File: src/design/frame_format_pkg.sv
// package: buffer frame layout, status bit positions and limits
package frame_format_pkg;

  localparam int ADDR_W = 12;
  localparam int COUNT_W = 11;
  localparam int LEN_W = 12;

  // word positions inside a frame structure
  localparam logic [ADDR_W-1:0] STATUS_WORD_IDX = 12'h000;
  localparam logic [ADDR_W-1:0] COUNT_WORD_IDX = 12'h001;
  localparam logic [ADDR_W-1:0] DATA_WORD_IDX = 12'h002;
  localparam int DATA_BYTE_OFFSET = 4;
  localparam logic [COUNT_W-1:0] OVERHEAD_BYTES = 11'h006;

  // size limits
  localparam int PAGE_BYTES = 256;
  localparam int MAX_PAGES = 6;
  localparam logic [COUNT_W-1:0] MAX_BYTE_COUNT = 11'(PAGE_BYTES * MAX_PAGES);
  localparam logic [LEN_W-1:0] MAX_DATA_BYTES = 12'h5FB;
  localparam logic [LEN_W-1:0] MAX_CABLE_BYTES = 12'h5EE;
  localparam logic [LEN_W-1:0] MIN_CABLE_BYTES = 12'h040;
  localparam logic [LEN_W-1:0] ADDR_BYTES = 12'h006;

  // control byte layout
  localparam int CTRL_ODD_BIT = 5;
  localparam int CTRL_CRC_BIT = 4;
  localparam logic [7:0] RX_CTRL_BASE = 8'h40;

  // receive status word layout
  localparam int ST_ALIGN_BIT = 15;
  localparam int ST_BCAST_BIT = 14;
  localparam int ST_CRC_BIT = 13;
  localparam int ST_ODD_BIT = 12;
  localparam int ST_LONG_BIT = 11;
  localparam int ST_SHORT_BIT = 10;
  localparam int ST_HASH_LSB = 1;
  localparam int ST_GROUP_BIT = 0;

  // fcs generator
  localparam logic [31:0] CRC_POLY_REFL = 32'hEDB88320;
  localparam logic [31:0] CRC_INIT = 32'hFFFFFFFF;
  localparam int HASH_MSB = 31;
  localparam int HASH_LSB = 26;

  localparam logic [15:0] WORD_RESET = 16'h0000;

  typedef struct packed {
    logic valid;
    logic [7:0] data;
    logic last;
  } byte_beat_type;

  typedef struct packed {
    logic en;
    logic [ADDR_W-1:0] addr;
    logic [15:0] data;
  } mem_write_type;

  typedef struct packed {
    logic align_err;
    logic crc_err;
  } rx_error_type;

endpackage

File: src/design/dest_addr_crc.sv
// byte-serial ethernet crc over the destination address
`timescale 1ns/10ps
`default_nettype none
module dest_addr_crc (
  // clock and reset
  input wire logic clock,
  input wire logic arst_n,
  // byte input
  input wire logic restart,
  input wire logic byte_en,
  input wire logic [7:0] byte_in,
  // running remainder
  output logic [31:0] crc
);
  import frame_format_pkg::*;

  logic [31:0] crc_ff;
  logic [31:0] nxt_crc;

  function automatic logic [31:0] crc_step(input logic [31:0] c, input logic [7:0] d);
    logic [31:0] r;
    r = c ^ {24'h000000, d};
    for (int i = 0; i < 8; i++) begin
      r = r[0] ? ((r >> 1) ^ CRC_POLY_REFL) : (r >> 1);
    end
    return r;
  endfunction

  // same polynomial and bit order as the frame check sequence
  always_comb begin
    nxt_crc = crc_ff;
    if (restart) begin
      nxt_crc = CRC_INIT;
    end else if (byte_en) begin
      nxt_crc = crc_step(crc_ff, byte_in);
    end
  end

  always_ff @(posedge clock or negedge arst_n) begin
    if (!arst_n) begin
      crc_ff <= CRC_INIT;
    end else begin
      crc_ff <= nxt_crc;
    end
  end

  assign crc = crc_ff;

endmodule // dest_addr_crc
`default_nettype wire

File: src/design/packet_buffer_frame_format.sv
// frame formatter between the packet buffer and the transmit/receive engine
`timescale 1ns/10ps
`default_nettype none
module packet_buffer_frame_format (
  // clock and reset
  input wire logic clock,
  input wire logic arst_n,
  // receive engine byte stream
  input wire frame_format_pkg::byte_beat_type rx_beat,
  input wire frame_format_pkg::rx_error_type rx_err,
  input wire logic [frame_format_pkg::ADDR_W-1:0] rx_base,
  input wire logic [63:0] group_table,
  // receive buffer writes and result
  output frame_format_pkg::mem_write_type rx_wr,
  output logic rx_done,
  output logic [15:0] rx_status,
  output logic rx_hash_hit,
  // transmit control
  input wire logic tx_start,
  input wire logic [frame_format_pkg::ADDR_W-1:0] tx_base,
  input wire logic suppress_fcs_setting,
  input wire logic tx_ready,
  input wire logic tx_status_valid,
  input wire logic [15:0] tx_status_in,
  // transmit buffer access
  output logic mem_rd_en,
  output logic [frame_format_pkg::ADDR_W-1:0] mem_rd_addr,
  input wire logic [15:0] mem_rd_data,
  output frame_format_pkg::mem_write_type tx_wr,
  // transmit byte stream
  output frame_format_pkg::byte_beat_type tx_beat,
  output logic tx_append_fcs,
  output logic tx_busy,
  output logic tx_done
);
  import frame_format_pkg::*;

  ////////////////////////////////////////////////////////////////////////////
  // shared helpers

  function automatic logic [ADDR_W-1:0] word_addr(input logic [ADDR_W-1:0] base,
                                                  input logic [ADDR_W-1:0] idx);
    return ADDR_W'(base + idx);
  endfunction

  // hash bit 5 is the x^31 term, which the reflected remainder keeps in bit 0
  function automatic logic [5:0] hash_of(input logic [31:0] c);
    logic [5:0] h;
    for (int i = 0; i < 6; i++) begin
      h[5 - i] = c[i];
    end
    return h;
  endfunction

  function automatic logic [LEN_W-1:0] cap_len(input logic [LEN_W-1:0] n);
    return (n > MAX_DATA_BYTES) ? MAX_DATA_BYTES : n;
  endfunction

  ////////////////////////////////////////////////////////////////////////////
  // receive side

  typedef enum logic [2:0] {
    R_IDLE = 3'b000,
    R_DATA = 3'b001,
    R_CTRL = 3'b010,
    R_COUNT = 3'b011,
    R_STATUS = 3'b100
  } rx_state_type;

  rx_state_type rstate_ff, nxt_rstate;
  logic [LEN_W-1:0] rlen_ff, nxt_rlen;
  logic [7:0] rlo_ff, nxt_rlo;
  logic bcast_ff, nxt_bcast;
  logic group_ff, nxt_group;
  rx_error_type rerr_ff, nxt_rerr;
  mem_write_type rx_wr_ff, nxt_rx_wr;
  logic rx_done_ff, nxt_rx_done;
  logic [15:0] rx_status_ff, nxt_rx_status;
  logic rx_hit_ff, nxt_rx_hit;
  logic [5:0] hash_ff, nxt_hash;
  logic [31:0] da_crc;
  logic crc_restart, crc_en;
  logic [LEN_W-1:0] stored;
  logic [LEN_W-1:0] rpos;
  logic odd;

  assign stored = cap_len(rlen_ff);
  assign odd = stored[0];
  // byte position of the current beat; idle means a new frame starts at zero
  assign rpos = (rstate_ff == R_IDLE) ? '0 : rlen_ff;
  // reseed between frames so a back-to-back frame starts from a clean remainder
  assign crc_restart = (rstate_ff == R_IDLE) ? !rx_beat.valid : (rstate_ff != R_DATA);
  assign crc_en = rx_beat.valid && (rpos < ADDR_BYTES);

  dest_addr_crc u_da_crc (
    .clock(clock),
    .arst_n(arst_n),
    .restart(crc_restart),
    .byte_en(crc_en),
    .byte_in(rx_beat.data),
    .crc(da_crc)
  );

  always_comb begin
    nxt_rstate = rstate_ff;
    nxt_rlen = rlen_ff;
    nxt_rlo = rlo_ff;
    nxt_bcast = bcast_ff;
    nxt_group = group_ff;
    nxt_rerr = rerr_ff;
    nxt_rx_wr = '0;
    nxt_rx_done = 1'b0;
    nxt_rx_status = rx_status_ff;
    nxt_rx_hit = rx_hit_ff;
    nxt_hash = hash_ff;
    case (rstate_ff)
      R_IDLE, R_DATA: begin
        if (rx_beat.valid) begin
          if (rstate_ff == R_IDLE) begin
            nxt_bcast = 1'b1;
            nxt_group = rx_beat.data[0];
          end
          // every byte below the data limit stored as received, addresses and length/type alike
          if (rpos < MAX_DATA_BYTES) begin
            if (!rpos[0]) begin
              nxt_rlo = rx_beat.data;
            end else begin
              nxt_rx_wr.en = 1'b1;
              nxt_rx_wr.addr = word_addr(rx_base, DATA_WORD_IDX + ADDR_W'(rpos >> 1));
              nxt_rx_wr.data = {rx_beat.data, rlo_ff};
            end
          end
          if ((rpos < ADDR_BYTES) && (rx_beat.data != 8'hFF)) begin
            nxt_bcast = 1'b0;
          end
          if (rpos != {LEN_W{1'b1}}) begin
            nxt_rlen = LEN_W'(rpos + 12'h001);
          end
          nxt_rstate = rx_beat.last ? R_CTRL : R_DATA;
          if (rx_beat.last) begin
            nxt_rerr = rx_err;
          end
        end
        if (rstate_ff == R_DATA && rlen_ff == ADDR_BYTES) begin
          nxt_hash = hash_of(da_crc);
        end
      end
      R_CTRL: begin
        // control byte in the high byte of the last word
        nxt_rx_wr.en = 1'b1;
        nxt_rx_wr.addr = word_addr(rx_base, DATA_WORD_IDX + ADDR_W'(stored >> 1));
        nxt_rx_wr.data = {RX_CTRL_BASE | (8'(odd) << CTRL_ODD_BIT), odd ? rlo_ff : 8'h00};
        if (rlen_ff <= ADDR_BYTES) begin
          nxt_hash = hash_of(da_crc);
        end
        nxt_rstate = R_COUNT;
      end
      R_COUNT: begin
        // bytes = status + count + data pairs + control word; always even
        nxt_rx_wr.en = 1'b1;
        nxt_rx_wr.addr = word_addr(rx_base, COUNT_WORD_IDX);
        nxt_rx_wr.data = 16'(OVERHEAD_BYTES) + 16'({stored[LEN_W-1:1], 1'b0});
        nxt_rstate = R_STATUS;
      end
      R_STATUS: begin
        // status goes to the buffer word and to the rx_status output
        nxt_rx_status = WORD_RESET;
        nxt_rx_status[ST_ALIGN_BIT] = rerr_ff.align_err;
        nxt_rx_status[ST_BCAST_BIT] = bcast_ff;
        nxt_rx_status[ST_CRC_BIT] = rerr_ff.crc_err;
        nxt_rx_status[ST_ODD_BIT] = odd;
        nxt_rx_status[ST_LONG_BIT] = rlen_ff > MAX_CABLE_BYTES;
        nxt_rx_status[ST_SHORT_BIT] = rlen_ff < MIN_CABLE_BYTES;
        nxt_rx_status[ST_HASH_LSB +: 6] = hash_ff;
        nxt_rx_status[ST_GROUP_BIT] = group_ff;
        nxt_rx_wr.en = 1'b1;
        nxt_rx_wr.addr = word_addr(rx_base, STATUS_WORD_IDX);
        nxt_rx_wr.data = nxt_rx_status;
        nxt_rx_hit = group_ff && group_table[hash_ff];
        nxt_rx_done = 1'b1;
        nxt_rstate = R_IDLE;
      end
      default: nxt_rstate = R_IDLE;
    endcase
  end

  always_ff @(posedge clock or negedge arst_n) begin
    if (!arst_n) begin
      rstate_ff <= R_IDLE;
      rlen_ff <= '0;
      rlo_ff <= 8'h00;
      bcast_ff <= 1'b0;
      group_ff <= 1'b0;
      rerr_ff <= '0;
      rx_wr_ff <= '0;
      rx_done_ff <= 1'b0;
      rx_status_ff <= WORD_RESET;
      rx_hit_ff <= 1'b0;
      hash_ff <= 6'h00;
    end else begin
      rstate_ff <= nxt_rstate;
      rlen_ff <= nxt_rlen;
      rlo_ff <= nxt_rlo;
      bcast_ff <= nxt_bcast;
      group_ff <= nxt_group;
      rerr_ff <= nxt_rerr;
      rx_wr_ff <= nxt_rx_wr;
      rx_done_ff <= nxt_rx_done;
      rx_status_ff <= nxt_rx_status;
      rx_hit_ff <= nxt_rx_hit;
      hash_ff <= nxt_hash;
    end
  end

  assign rx_wr = rx_wr_ff;
  assign rx_done = rx_done_ff;
  assign rx_status = rx_status_ff;
  assign rx_hash_hit = rx_hit_ff;

  ////////////////////////////////////////////////////////////////////////////
  // transmit side

  typedef enum logic [2:0] {
    T_IDLE = 3'b000,
    T_READ = 3'b001,
    T_WAIT = 3'b010,
    T_GRAB = 3'b011,
    T_SEND = 3'b100,
    T_STAT = 3'b101
  } tx_state_type;

  typedef enum logic [1:0] {
    P_CNT = 2'b00,
    P_CTL = 2'b01,
    P_DAT = 2'b10
  } tx_phase_type;

  tx_state_type tstate_ff, nxt_tstate;
  tx_phase_type phase_ff, nxt_phase;
  logic [ADDR_W-1:0] tbase_ff, nxt_tbase;
  logic [ADDR_W-1:0] tidx_ff, nxt_tidx;
  logic [COUNT_W-1:0] tcount_ff, nxt_tcount;
  logic [COUNT_W-1:0] total_ff, nxt_total;
  logic [COUNT_W-1:0] sent_ff, nxt_sent;
  logic [15:0] word_ff, nxt_word;
  logic rd_en_ff, nxt_rd_en;
  byte_beat_type tx_beat_ff, nxt_tx_beat;
  logic fcs_ff, nxt_fcs;
  logic tx_done_ff, nxt_tx_done;
  mem_write_type tx_wr_ff, nxt_tx_wr;
  logic [COUNT_W-1:0] cnt_read;
  logic ctl_odd;

  // host-written count with bit zero ignored, clamped to six pages
  assign cnt_read = ({mem_rd_data[COUNT_W-1:1], 1'b0} > MAX_BYTE_COUNT) ?
                    MAX_BYTE_COUNT : {mem_rd_data[COUNT_W-1:1], 1'b0};
  assign ctl_odd = mem_rd_data[8 + CTRL_ODD_BIT];

  always_comb begin
    nxt_tstate = tstate_ff;
    nxt_phase = phase_ff;
    nxt_tbase = tbase_ff;
    nxt_tidx = tidx_ff;
    nxt_tcount = tcount_ff;
    nxt_total = total_ff;
    nxt_sent = sent_ff;
    nxt_word = word_ff;
    nxt_rd_en = 1'b0;
    nxt_tx_beat = tx_beat_ff;
    nxt_fcs = fcs_ff;
    nxt_tx_done = 1'b0;
    nxt_tx_wr = '0;
    case (tstate_ff)
      T_IDLE: begin
        if (tx_start) begin
          nxt_tbase = tx_base;
          nxt_tidx = COUNT_WORD_IDX;
          nxt_phase = P_CNT;
          nxt_sent = '0;
          nxt_tstate = T_READ;
        end
      end
      T_READ: begin
        nxt_rd_en = 1'b1;
        nxt_tstate = T_WAIT;
      end
      T_WAIT: nxt_tstate = T_GRAB;
      T_GRAB: begin
        nxt_word = mem_rd_data;
        nxt_tstate = T_READ;
        case (phase_ff)
          P_CNT: begin
            nxt_tcount = cnt_read;
            nxt_tidx = ADDR_W'((cnt_read >> 1) - 11'h001);
            nxt_phase = P_CTL;
            if (cnt_read < OVERHEAD_BYTES) begin
              nxt_tstate = T_STAT;
            end
          end
          P_CTL: begin
            // byte before the control byte goes out only when odd is set
            nxt_total = COUNT_W'(tcount_ff - OVERHEAD_BYTES) + COUNT_W'(ctl_odd);
            // host crc request counts only when fcs insertion is suppressed
            nxt_fcs = suppress_fcs_setting ? mem_rd_data[8 + CTRL_CRC_BIT] : 1'b1;
            nxt_tidx = DATA_WORD_IDX;
            nxt_phase = P_DAT;
            if (nxt_total == '0) begin
              nxt_tstate = T_STAT;
            end
          end
          default: nxt_tstate = T_SEND;
        endcase
      end
      T_SEND: begin
        if (!tx_beat_ff.valid) begin
          // bytes go out exactly as the host wrote them
          nxt_tx_beat.valid = 1'b1;
          nxt_tx_beat.data = sent_ff[0] ? word_ff[15:8] : word_ff[7:0];
          nxt_tx_beat.last = COUNT_W'(sent_ff + 11'h001) == total_ff;
        end else if (tx_ready) begin
          nxt_tx_beat = '0;
          nxt_sent = COUNT_W'(sent_ff + 11'h001);
          if (tx_beat_ff.last) begin
            nxt_tstate = T_STAT;
          end else if (sent_ff[0]) begin
            nxt_tidx = ADDR_W'(tidx_ff + 12'h001);
            nxt_tstate = T_READ;
          end
        end
      end
      T_STAT: begin
        // engine fills in the status word after completion
        if (tx_status_valid) begin
          nxt_tx_wr.en = 1'b1;
          nxt_tx_wr.addr = word_addr(tbase_ff, STATUS_WORD_IDX);
          nxt_tx_wr.data = tx_status_in;
          nxt_tx_done = 1'b1;
          nxt_tstate = T_IDLE;
        end
      end
      default: nxt_tstate = T_IDLE;
    endcase
  end

  always_ff @(posedge clock or negedge arst_n) begin
    if (!arst_n) begin
      tstate_ff <= T_IDLE;
      phase_ff <= P_CNT;
      tbase_ff <= '0;
      tidx_ff <= '0;
      tcount_ff <= '0;
      total_ff <= '0;
      sent_ff <= '0;
      word_ff <= WORD_RESET;
      rd_en_ff <= 1'b0;
      tx_beat_ff <= '0;
      fcs_ff <= 1'b1;
      tx_done_ff <= 1'b0;
      tx_wr_ff <= '0;
    end else begin
      tstate_ff <= nxt_tstate;
      phase_ff <= nxt_phase;
      tbase_ff <= nxt_tbase;
      tidx_ff <= nxt_tidx;
      tcount_ff <= nxt_tcount;
      total_ff <= nxt_total;
      sent_ff <= nxt_sent;
      word_ff <= nxt_word;
      rd_en_ff <= nxt_rd_en;
      tx_beat_ff <= nxt_tx_beat;
      fcs_ff <= nxt_fcs;
      tx_done_ff <= nxt_tx_done;
      tx_wr_ff <= nxt_tx_wr;
    end
  end

  assign mem_rd_en = rd_en_ff;
  assign mem_rd_addr = word_addr(tbase_ff, tidx_ff);
  assign tx_beat = tx_beat_ff;
  assign tx_append_fcs = fcs_ff;
  assign tx_busy = (tstate_ff != T_IDLE);
  assign tx_done = tx_done_ff;
  assign tx_wr = tx_wr_ff;
endmodule // packet_buffer_frame_format
`default_nettype wire

File: config.mk
export PLATFORM = sky130hd
export DESIGN_NAME = packet_buffer_frame_format
export DESIGN_NICKNAME = d
export VERILOG_FILES = /design/src/design/frame_format_pkg.sv /design/src/design/dest_addr_crc.sv /design/src/design/packet_buffer_frame_format.sv
export SDC_FILE = /design/constraint.sdc
export NUM_CORES = 1
export LEC_CHECK = 0
export ABC_AREA = 1
export BUFFER_PORTS_ARGS = -buffer_cell sky130_fd_sc_hd__buf_2
export CORE_MARGIN = 2
export CORE_UTILIZATION = 40
export CTS_CLUSTER_DIAMETER = 60
export CTS_CLUSTER_SIZE = 10
export DETAILED_ROUTE_END_ITERATION = 8
export PLACE_DENSITY = 0.71
export RECOVER_POWER = 100
export SLEW_MARGIN = 20
export SYNTH_ARGS = -nofsm -noshare
export SYNTH_HDL_FRONTEND = slang
export SYNTH_SLANG_ARGS = --single-unit
File: constraint.sdc
create_clock -name clock -period 3.3 [get_ports clock]
set_clock_uncertainty 0.15 [all_clocks]
set_input_delay 0.66 -clock clock [delete_from_list [all_inputs] [get_ports clock]]
set_output_delay 0.66 -clock clock [all_outputs]
set_load 0.03 [all_outputs]
==> flow_summary_export.csv <==
group,metric,value,unit
setup_path,crit_path_frequent_cell,"nand2_2",
timing,fmax,0.294,GHz
clock_network,clockRootBuffer,"clkbuf_16",
timing,drv_slew,77,
logic_synthesis,synth_most_common_cell,"nand2_1",
timing,fin_crit_sh,103,%
status,failed_checks,"max-capacitance violations, max-slew violations, negative setup slack",
timing,hold_viol_final,0,
timing,max_slew_margin,-34.4,%
power,pwr-share-comb,51.2,%
timing,whs,94.8,ps
clock_network,clockBufferDepth,3,
setup_path,path_class,"reg -> out",
setup_path,end_kind,"primary output",
clock_network,clock_latency,570,ps
grt,grt_overflow_total,0,
power,p_int,0.00830,W
layout,syn_to_final_growth,18.8,%
place,port_buffers,236,
status,status,"finished with violations",
setup_path,worstPathMaxFanout,2,
clock_network,clk_pin_slew_worst_paths,60,ps
clock_network,cts_sinks,227,
logic_synthesis,synth_top_area_cell,"dfrtp_1",
logic_synthesis,synth_common_cells,"486 x nand2_1, 194 x dfrtp_1, 188 x inv_1",
logic_synthesis,synth.distinct_cells,58,
logic_synthesis,netlist_instances,1829,
logic_synthesis,synth_area_leaders,"dfrtp_1 35%, nand2_1 13%, dfstp_2 6.2%",
logic_synthesis,synth-seq-cells,227,
setup_path,crit_arrival,2590,ps
die,initial_utilization,40.6,%
logic_synthesis,synth_edf_count,0,
grt,grt_pass1_vias,12900,
grt,antenna_found_initial,1,
timing,setup_slack,-103,ps
power,leakage,8.31,nW
drt,drc,0,
grt,grt_pass1_wl,65700,um
die,num_rows,68,
setup_path,crit_chain,"ha_2, inv_2, fa_2, inv_2, nand3_2, nand2_2, nand2_2, nand2_2, nand2_2, a21boi_2, o21ai_1, nand2_1, xor2_1, buf_4",
drt,drtPass1Iterations,6,
drt,vias,13400,
timing,tightest_slew,2020,ps
min_path,hp-class,"in -> reg",
die,coreArea,0.0346,mm^2
power,swShare,46.5,%
setup_path,cp.required,2490,ps
logic_synthesis,postSynth.asyncResetShare,100,%
timing,rsz0062_at_grt,"yes",
place,hpwl,31100,um
die,die_h,192,um
clock_network,cts-htree-levels,1,
setup_path,critPathMaxStageDelay,360,ps
logic_synthesis,yosysTopAreaCellShare,34.5,%
grt,grtUsageTotal,22.2,%
logic_synthesis,yosysWarnings,0,
logic_synthesis,synthFlopType,"dfrtp_1",
die,fp.dieArea,0.0367,mm^2
clock_network,cts_tree,"built",
drt,wl_per_cell,16.1,um
power,peakVddDrop,0.741,mV
setup_path,cp-start-kind,"flip-flop",
logic_synthesis,syn_area,0.0141,mm^2
timing,fin_crit,3400,ps
power,clkPwrFrac,19.1,%
place,dp_cells,2498,
drt,routed_via_density,5.22,
power,power.density,928,mW/mm^2
place,place_congestion,0.937,
layout,drive_above_1_share,15.9,%
job,maxCapViolCount,1,
setup_path,cpMaxStageDelayCell,"dfrtp_1",
drt,drtIter0Drc,898,
layout,instances_no_fill,2565,
clock_network,cts_buffers,30,
layout,nets,2284,
drt,ant_nets,0,
grt,grt_max_degree,78,
die,ioPinCount,240,
logic_synthesis,synth.avg_cell_area,7.69,um^2
die,die_w,192,um
power,power_switching,0.00722,W
logic_synthesis,seq_area_frac_synth,40.7,%
drt,routed_wl,41200,um
power,pwr-share-seq,29.7,%
timing,finalSetupViolCount,1,
==> cell usage in the layout, fill, tap and decap left out, drive strengths merged, types with 3 or more instances in the layout <==
| master | n |
|---|---|
| or2 | 12 |
| o22ai | 17 |
| nand3 | 97 |
| nor3 | 23 |
| inv | 199 |
| clkinv | 7 |
| o2111ai | 8 |
| o21ai | 159 |
| dfstp | 33 |
| a21o | 5 |
| o221ai | 4 |
| o21bai | 5 |
| ha | 59 |
| nand3b | 5 |
| conb | 4 |
| nor2 | 193 |
| a31oi | 8 |
| dfrtp | 194 |
| buf | 174 |
| xor2 | 66 |
| a21oi | 63 |
| nand4 | 30 |
| a22oi | 6 |
| xnor2 | 30 |
| o211ai | 15 |
| mux2i | 8 |
| o31ai | 6 |
| mux2 | 14 |
| fa | 3 |
| clkbuf | 149 |
| nand2 | 498 |
==> path summary, 6_finish.rpt <==
kind                                        start                         to  slack [ps]  depth (start not counted)
min in group asynchronous                  arst_n        rx_wr[27]$_DFF_PN0_        1070                          2
min                          suppress_fcs_setting  tx_append_fcs$_DFFE_PN1P_          90                          2
max                        tidx_ff[0]$_DFFE_PN0P_             mem_rd_addr[8]        -100                         14
max in group asynchronous                  arst_n     rlen_ff[4]$_DFFE_PN0P_         390                          3
min reg2reg                word_ff[5]$_DFFE_PN0P_     word_ff[5]$_DFFE_PN0P_         320                          2
max reg2reg                rlen_ff[9]$_DFFE_PN0P_        rx_wr[27]$_DFF_PN0_         150                         17
==> per-layer routing <==
metal,global-route usage (%),wire length [um]
met3,3.86,2980
met2,36.6,18900
met5,0,0
met1,29.3,18100
met4,7.78,1280
==> worst max-delay path, delay by kind of cell, from the launching register on <==
kind	cells	cell delay [ps]
AO/OA/AOI/OAI	2	240
XOR/XNOR	1	170
adder cells (fa/ha/maj)	2	540
buffers and inverters	3	300
flip-flops	1	360
AND/OR/NAND/NOR	6	410
==> power by group through the flow <==
| stage | combinational (W) | clock (W) | sequential [W] |
|---|---|---|---|
| after floorplan | 0.00535 | 0 | 0.00495 |
| after global placement | 0.00774 | 0 | 0.00459 |
| after detailed placement | 0.00785 | 0 | 0.00462 |
| after CTS | 0.00797 | 0.00305 | 0.00458 |
| after global routing | 0.00889 | 0.00316 | 0.00473 |
| final | 0.00794 | 0.00297 | 0.00461 |
==> logic make-up (layout without fill, tap and decap cells) <==
logic type | Yosys count | count (layout) | share of synthesized area, %
buffers and inverters | 255 | 531 | 7.27
AND/OR/NAND/NOR | 860 | 860 | 25.9
AO/OA/AOI/OAI | 306 | 306 | 12.3
flip-flops | 227 | 227 | 40.7
XOR/XNOR | 96 | 96 | 6.48
other | 1 | 6 | 0.0267
adder cells (fa/ha/maj) | 62 | 62 | 5.67
multiplexers | 22 | 22 | 1.69
==> state kept, by name (all words and copies together), names as in the netlist, 10 cells and up <==
signal,flops
rlen_ff,12
rx_status,13
rx_wr,29
sent_ff,11
tbase_ff,12
tcount_ff,10
tidx_ff,12
total_ff,11
tx_beat,10
tx_wr,28
u_da_crc.crc,32
word_ff,16
==> per-stage QoR <==
stage                     utilization, %  power (W)  instance area, um^2  TNS (ps)  setup WS (ps)
after floorplan                        -     0.0103                14100         0            293
after CTS                           48.5     0.0156                16800     -98.9          -98.9
final                               48.3     0.0155                16700      -103           -103
after detailed placement            45.7     0.0125                15800         0            110
after global routing                48.3     0.0168                16700     -1330           -240
after global placement              45.7     0.0123                15800         0            164
==> timing repair <==
| item | in CTS | in global routing |
|---|---|---|
| endpoints found under the setup margin | 2 | 10 |
| resized for setup | 10 | 28 |
| gates cloned | 0 | 0 |
| pin swaps | 4 | 11 |
| setup buffers | 4 | 4 |
| hold endpoints to repair | 74 | 0 |
| hold buffers | 1 | 0 |
==> layout make-up <==
type                       instances  area, um^2
timing repair buffer             274        1350
clock inverter                     6        47.5
inverter                         201         756
clock buffer                      50         857
sequential                       227        5720
fill                            3429       17900
multi-input combinational       1350        7410
antenna                            2        5.00
tap                              455         569
Note: power is estimated with default switching activity, not from simulation.
